**src/hw/io_cell_defines.vh**
```
// Constants for the io_cell output path: register map, field positions, reset values.
// Assumes inclusion by the single design file under hw/, after no other header.
`ifndef IO_CELL_DEFINES_VH
`define IO_CELL_DEFINES_VH

// ****************************************************************
// Register word offsets (byte addresses)
// ****************************************************************
`define ADDR_CELL_CONFIG     8'h00
`define ADDR_CELL_STATUS     8'h04
`define ADDR_CELL_PULSE      8'h08

// ****************************************************************
// Configuration word fields
// ****************************************************************
`define CFG_OUT_INVERT       0
`define CFG_HIZ_INVERT       1
`define CFG_USE_FLOP         2
`define CFG_FAST_SLEW        3
`define CFG_FUNC_MODE        4
`define CFG_FUNC_OP_LO       5
`define CFG_FUNC_OP_HI       6
`define CFG_INV_FAST         7
`define CFG_INV_SECOND       8
`define CFG_INIT_SET         9
`define CFG_CLK_INVERT       10
`define CFG_GHIZ_INVERT      11
`define CFG_GHIZ_FROM_NODE   12
`define CFG_CE_CONNECTED     13
`define CFG_HIZ_CONNECTED    14
`define CFG_OPEN_DRAIN       15
`define CFG_WIDTH            16
`define CFG_RESET            16'h0000

// ****************************************************************
// Function generator operations
// ****************************************************************
`define FUNC_PASS            2'h0
`define FUNC_AND             2'h1
`define FUNC_OR              2'h2
`define FUNC_XOR             2'h3

// ****************************************************************
// Status word fields
// ****************************************************************
`define STS_PAD_OUT          0
`define STS_PAD_OE_N         1
`define STS_FAST_SLEW        2
`define STS_FLOP_Q           3
`define STS_SOFT_DONE        4
`define STS_GHIZ_FORCED      5
`define STS_WIDTH            6

// ****************************************************************
// Pulse word fields (write one to fire)
// ****************************************************************
`define PULSE_PRESET_CLEAR   0
`define PULSE_RESTART       1

`endif

```
**src/hw/io_cell_output_path.v**
```verilog
// Output path of one programmable io_cell with a classic Wishbone slave for its
// configuration. Assumes all user signals except global_hiz_pin come from logic
// on clock; the pad itself is resolved outside from pad_out and pad_oe_n.
//
// Notes on behaviour
// RQ1: Output value, optionally inverted, goes straight or through the output flop.
// RQ2: High-impedance enable high floats the driver; low drives the selected value.
// RQ3: Output polarity and high-impedance polarity are configured independently.
// RQ4: Flop loads on active output clock edge with enable high, else holds.
// RQ5: Unconnected clock enable counts as high; flop loads every active edge.
// RQ6: Unconnected high-impedance enable counts as low; pad driven by default.
// RQ7: Open drain: data forced low, signal itself used as high-impedance enable.
// RQ8: Slew defaults to reduced; a per-cell fast option selects full speed.
// RQ9: First output activation after start-up is slew limited, then cell setting.
// RQ10: Global high-impedance floats outputs except during boundary-scan external test.
// RQ11: Global high-impedance comes from a pin, optionally inverted, or internal node.
// RQ12: Output multiplexer lets two internal signals share the pad in time.
// RQ13: Multiplexer may instead compute pass, AND, OR, XOR with optional inversions.
// RQ14: Critical operand enters on the fast-gate input, shortest path to function.
// RQ15: Preset/clear forces flop to its configured initial state at power-up and pulse.
// RQ16: Output flop clock invertible, giving rising- or falling-edge triggering.
// RQ17: Multiplexer select low picks first source, high picks second source.
// RQ18: Global forcing overrides cell enable and registered or direct selection.
`include "io_cell_defines.vh"

module io_cell_output_path (
    input  wire        clock,
    input  wire        rst_n,
    // Wishbone classic slave
    input  wire        wb_cyc_i,
    input  wire        wb_stb_i,
    input  wire        wb_we_i,
    input  wire [7:0]  wb_adr_i,
    input  wire [31:0] wb_dat_i,
    input  wire [3:0]  wb_sel_i,
    output reg  [31:0] wb_dat_o,
    output reg         wb_ack_o,
    // Internal user logic, same clock
    input  wire        first_source,
    input  wire        second_source,
    input  wire        fast_gate,
    input  wire        mux_select,
    input  wire        out_clock,
    input  wire        clock_enable,
    input  wire        hiz_enable,
    input  wire        global_hiz_node,
    input  wire        global_preset_clear,
    input  wire        extest_active,
    input  wire        config_done,
    // From a device pin, asynchronous
    input  wire        global_hiz_pin,
    // Pad side
    output reg         pad_out,
    output reg         pad_oe_n,
    output reg         pad_fast_slew
);

    // ****************************************************************
    // Decoding helpers
    // ****************************************************************
    function func_gen;
        input [1:0] op;
        input       a;
        input       b;
        begin
            case (op)
                `FUNC_PASS: func_gen = a;
                `FUNC_AND:  func_gen = a & b;
                `FUNC_OR:   func_gen = a | b;
                `FUNC_XOR:  func_gen = a ^ b;
                default:    func_gen = a;
            endcase
        end
    endfunction

    function hit;
        input [7:0] adr;
        input [7:0] target;
        begin
            hit = (adr == target);
        end
    endfunction

    // ****************************************************************
    // Register state
    // ****************************************************************
    reg [`CFG_WIDTH-1:0] cfg_reg;
    reg                  ghiz_meta_reg;
    reg                  ghiz_sync_reg;
    reg                  clk_prev_reg;
    reg                  flop_q_reg;
    reg                  init_pending_reg;
    reg                  soft_done_reg;
    reg                  activated_reg;
    reg                  pulse_pc_reg;
    // Declared early: the status read path uses it before its logic
    wire                 ghiz_forced;

    wire bus_req  = wb_cyc_i & wb_stb_i & ~wb_ack_o;
    wire bus_wr   = bus_req & wb_we_i;

    // ****************************************************************
    // Wishbone slave: one wait state, unmapped reads zero, writes dropped
    // ****************************************************************
    always @(posedge clock or negedge rst_n) begin
        if (!rst_n) begin
            wb_ack_o <= 1'b0;
            wb_dat_o <= 32'h0000_0000;
        end else begin
            wb_ack_o <= bus_req;
            wb_dat_o <= 32'h0000_0000;
            if (bus_req && !wb_we_i) begin
                if (hit(wb_adr_i, `ADDR_CELL_CONFIG)) begin
                    wb_dat_o <= {16'h0000, cfg_reg};
                end else if (hit(wb_adr_i, `ADDR_CELL_STATUS)) begin
                    wb_dat_o <= {26'h000_0000, ghiz_forced, soft_done_reg, flop_q_reg,
                                 pad_fast_slew, pad_oe_n, pad_out};
                end
            end
        end
    end

    always @(posedge clock or negedge rst_n) begin
        if (!rst_n) begin
            cfg_reg <= `CFG_RESET;
        end else if (bus_wr && hit(wb_adr_i, `ADDR_CELL_CONFIG)) begin
            if (wb_sel_i[0]) begin
                cfg_reg[7:0] <= wb_dat_i[7:0];
            end
            if (wb_sel_i[1]) begin
                cfg_reg[15:8] <= wb_dat_i[15:8];
            end
        end
    end

    wire pulse_hit   = bus_wr & hit(wb_adr_i, `ADDR_CELL_PULSE) & wb_sel_i[0];
    wire sw_preset   = pulse_hit & wb_dat_i[`PULSE_PRESET_CLEAR];
    wire sw_restart  = pulse_hit & wb_dat_i[`PULSE_RESTART];

    always @(posedge clock or negedge rst_n) begin
        if (!rst_n) begin
            pulse_pc_reg <= 1'b0;
        end else begin
            pulse_pc_reg <= sw_preset;
        end
    end

    // ****************************************************************
    // Global high-impedance source
    // ****************************************************************
    // Pin is asynchronous; only the second stage is used
    always @(posedge clock or negedge rst_n) begin
        if (!rst_n) begin
            ghiz_meta_reg <= 1'b0;
            ghiz_sync_reg <= 1'b0;
        end else begin
            ghiz_meta_reg <= global_hiz_pin;
            ghiz_sync_reg <= ghiz_meta_reg;
        end
    end

    wire ghiz_raw = cfg_reg[`CFG_GHIZ_FROM_NODE] ? global_hiz_node : ghiz_sync_reg; // see RQ11
    wire ghiz_line = ghiz_raw ^ cfg_reg[`CFG_GHIZ_INVERT]; // see RQ11
    assign ghiz_forced = ghiz_line & ~extest_active; // see RQ10

    // ****************************************************************
    // Output multiplexer or two-input function
    // ****************************************************************
    // Critical operand uses fast_gate, never the slower routed source
    wire op_fast   = fast_gate ^ cfg_reg[`CFG_INV_FAST];        // see RQ14
    wire op_second = first_source ^ cfg_reg[`CFG_INV_SECOND];   // see RQ13
    wire mux_val   = mux_select ? second_source : first_source; // see RQ12, RQ17
    wire func_val  = func_gen(cfg_reg[`CFG_FUNC_OP_HI:`CFG_FUNC_OP_LO],
                              op_fast, op_second);              // see RQ13
    wire path_val  = cfg_reg[`CFG_FUNC_MODE] ? func_val : mux_val;
    wire out_val   = path_val ^ cfg_reg[`CFG_OUT_INVERT];       // see RQ1, RQ3

    // ****************************************************************
    // Output flop
    // ****************************************************************
    // Output clock is a logic signal; edges are detected on clock
    wire clk_now  = out_clock ^ cfg_reg[`CFG_CLK_INVERT];        // see RQ16
    wire clk_edge = clk_now & ~clk_prev_reg;
    wire ce_eff   = cfg_reg[`CFG_CE_CONNECTED] ? clock_enable : 1'b1; // see RQ5
    wire preset   = global_preset_clear | pulse_pc_reg | init_pending_reg;

    always @(posedge clock or negedge rst_n) begin
        if (!rst_n) begin
            clk_prev_reg     <= 1'b0;
            flop_q_reg       <= 1'b0;
            init_pending_reg <= 1'b1;
        end else begin
            clk_prev_reg     <= clk_now;
            init_pending_reg <= 1'b0;
            if (preset) begin
                flop_q_reg <= cfg_reg[`CFG_INIT_SET]; // see RQ15
            end else if (clk_edge && ce_eff) begin
                flop_q_reg <= out_val;                // see RQ4
            end
        end
    end

    // ****************************************************************
    // Pad driver
    // ****************************************************************
    wire sel_val  = cfg_reg[`CFG_USE_FLOP] ? flop_q_reg : out_val; // see RQ1
    wire hiz_in   = cfg_reg[`CFG_HIZ_CONNECTED] ? hiz_enable : 1'b0; // see RQ6
    wire hiz_cell = hiz_in ^ cfg_reg[`CFG_HIZ_INVERT];             // see RQ3
    // Open drain: signal floats when high, drives zero when low
    wire od       = cfg_reg[`CFG_OPEN_DRAIN];
    wire drv_val  = od ? 1'b0 : sel_val;                           // see RQ7
    wire drv_hiz  = od ? sel_val : hiz_cell;                       // see RQ7
    wire float_n  = ~(ghiz_forced | drv_hiz);                      // see RQ2, RQ18

    // ****************************************************************
    // Soft start-up
    // ****************************************************************
    // Slew stays reduced until the first activation has been driven once
    always @(posedge clock or negedge rst_n) begin
        if (!rst_n) begin
            activated_reg <= 1'b0;
            soft_done_reg <= 1'b0;
        end else if (!config_done || sw_restart) begin
            activated_reg <= 1'b0;
            soft_done_reg <= 1'b0;
        end else begin
            if (float_n) begin
                activated_reg <= 1'b1;
            end
            if (activated_reg) begin
                soft_done_reg <= 1'b1; // see RQ9
            end
        end
    end

    always @(posedge clock or negedge rst_n) begin
        if (!rst_n) begin
            pad_out       <= 1'b0;
            pad_oe_n      <= 1'b1;
            pad_fast_slew <= 1'b0;
        end else begin
            pad_out       <= drv_val;
            pad_oe_n      <= ~(float_n & config_done);                       // see RQ2
            pad_fast_slew <= soft_done_reg & cfg_reg[`CFG_FAST_SLEW];       // see RQ8, RQ9
        end
    end

endmodule

```
**config.mk**
```make
export PLATFORM = sky130hd
export DESIGN_NAME = io_cell_output_path
export DESIGN_NICKNAME = d
export VERILOG_FILES = /design/src/hw/io_cell_output_path.v
export VERILOG_INCLUDE_DIRS = /design/src /design/src/hw
export SDC_FILE = /design/constraint.sdc
export NUM_CORES = 1
export LEC_CHECK = 0
export ABC_AREA = 0
export BUFFER_PORTS_ARGS = -buffer_cell sky130_fd_sc_hd__buf_4
export CAP_MARGIN = 25
export CORE_MARGIN = 5
export CORE_UTILIZATION = 33
export DETAILED_ROUTE_END_ITERATION = 6
export GPL_ROUTABILITY_DRIVEN = 0
export PLACE_DENSITY_LB_ADDON = 0.2
export RECOVER_POWER = 100
export SETUP_SLACK_MARGIN = 0.2
export SYNTH_ARGS = -nofsm -noshare
export SYNTH_HDL_FRONTEND = slang
export SYNTH_SLANG_ARGS = --single-unit
```
**constraint.sdc**
```tcl
create_clock -name clock -period 4.3 [get_ports clock]
set_clock_uncertainty 0.15 [all_clocks]
set_input_delay 0.215 -clock clock [delete_from_list [all_inputs] [get_ports clock]]
set_output_delay 0.215 -clock clock [all_outputs]
set_load 0.01 [all_outputs]
```
==> reports/results.txt <==
Post-synth EDFFs - 0
Setup WS pre-CTS - 1.86 ns
Buffers & Inverters on Critical Path - 2
WL/cell - 13.4 µm
violated checks - capacitance limit, slew limit
#FFs+latches synth - 44
IO Port Bufs - 62
via count - 1417
commonest non-fill, non-tap cells in the layout - 42 x dfrtp_1, 40 x buf_4, 22 x clkbuf_1
synthesized area - 2030 µm²
Top Family by Delay on Critical Path - buffers and inverters
CP max FO - 44
peak supply drop - 96.6 µV
RSZ-0062 raised after global routing - no
crit path max-delay cell type - clkbuf_1
placed cells - 298
Layout Area Growth over Synthesis - 29.1%
global-route wire length before repair - 7290 µm
clock tree root buffer cell - clkbuf_8
crit start category - primary input
WL final - 4360 µm
Global Route Usage Sum - 0.123
Finished Cell Area - 2620 µm²
Worst-path clk slew - 0.08 ns
r2r worst-path depth - 8
relative slew slack - -0.530
Slew Viols, Final - 45
CP endpoint kind - async pin
fillers - 608
Reg-to-Reg End - pad_out
Final WS setup - 1.68 ns
Worst Tran Pin Value - 2.29 ns
Resized cells post-CTS - 0
Netlist cell types - 37
Worst EP arrival - 2.40 ns
cell count after synthesis - 165
Pleak - 1.32 nW
CTS Hold Buffers Added - 18
Final nets - 312
Tmin final - 2.62 ns
async set or reset register ratio after synthesis - 1.00
Vias per Instance - 4.36
Post-CTS Setup Repair Bufs - 0
Finished Layout Cells - 325
CP peak stage delay - 1.62 ns
sequential share of the synthesized area - 0.543
hold endpoint - cfg_reg[1]
clock buffer depth - 2
top_reg_cell synth - dfrtp_1
f_max - 382 MHz
DP HPWL - 3310 µm
hold slack - 0.0133 ns
Max-Cap Viols - 1
Synthesis Warnings - 0
Yosys top cell by area - dfrtp_1
slack of the worst reg-to-reg path - 1.91 ns
chip height - 88.4 µm
htree depth - 2
ANT nets after route - 0
TritonRoute pass-1 iters - 4
cell area power density - 287 nW/µm²
DIE AREA - 7820 µm²
core area - 5960 µm²
critical path type - primary input to async pin
status - finished with violations
clock sinks - 44
Synth top area share - 0.518
1st-iter DRT viols - 37
clock insertion delay at the later pin of the skew report - 0.29 ns
total grt overflow - 0
setup_tns - 0 ns
PnR Total Power - 0.753 mW
syn avg cell area - 12.3 µm²
Num CTS Buffers - 5
DRC Markers - 0
initial core utilization - 0.341
IO Pins - 97
HP Start - wb_dat_i[1]
CP Launch Point - rst_n
crit share post-route - 0.608
largest net degree at the start of global routing - 45
most common cell after layout, fill and taps aside - dfrtp_1
Die X - 88.4 µm
critical-path cell list - dlygate4sd3_1 > clkbuf_1
Hold Fails Final Rpt - 0
initial antenna violation count - 0
Setup violations, final - 0
RR Startpoint - cfg_reg[7]
Ant. Diodes - 0
main area contributors after synthesis - dfrtp_1 52%, mux2_4 9.6%, buf_4 5.9%
Rows - 28
share of cells above drive strength 1 - 0.212
vias in the first global route - 1562
final core utilization - 0.440
Min-Delay Path Depth - 2
placed instance area - 2500 µm²
Worst Hold Class - primary input to flop
Worst Path Required - 4.08 ns
CTS tree - yes
==> cells in the mapped netlist, types with 2 or more instances <==
cell type,n
o211ai_1,2
buf_4,16
nand2_1,8
nor2b_1,4
buf_6,2
and2_1,10
buf_2,2
mux2_4,13
inv_1,9
mux2i_1,8
ha_1,2
xor2_1,2
o21ai_0,4
xnor2_1,4
nor3_1,5
nand2b_1,2
a21oi_1,2
nor2_1,8
and3_1,2
dfrtp_1,42
dfstp_2,2
==> cells by family after synthesis <==
kind of cell               count (synthesis)  share of synthesized area
other                                      1                    0.00185
xor gates and xnor gates                   6                     0.0259
muxes                                     21                      0.136
adders and majority gates                  2                     0.0123
buffers and inverters                     29                     0.0918
and+or+nand+nor                           47                      0.136
DFF                                       44                      0.543
AOI/OAI and AO/OA                         15                     0.0536
==> metal layers <==
metal	GRT usage	wire (µm)
met5	0	0
met4	0.0522	101
met3	0.0307	286
met2	0.204	2130
met1	0.152	1840
==> power by group <==
part	internal, mW	switching (mW)	leakage, nW
Clock	0.114	0.131	0.0422
Sequential	0.420	0.00373	0.581
Combinational	0.0474	0.0362	0.696
Total	0.581	0.171	1.32
==> cell type report <==
type,count,area [µm²],share of cell area
flip-flops and latches,44,1100,0.421
multi-input cells,108,729,0.278
repair buffers,81,581,0.221
well taps,75,93.8,0.0358
clock buffers,7,76.3,0.0291
inverters,9,33.8,0.0129
clock inverters,1,5.00,0.00191
==> worst max-delay path by stage <==
stage	endpoint	slack, ns	cells past startpoint
final	wb_dat_o[2]	1.68	2
after global routing	wb_dat_o[2]	1.12	2
after CTS	pad_out	1.88	8
after detailed placement	pad_out	1.86	8
after global placement	pad_out	1.90	8
after floorplan	pad_out	2.18	8
Note: power is estimated with default switching activity, not from simulation.
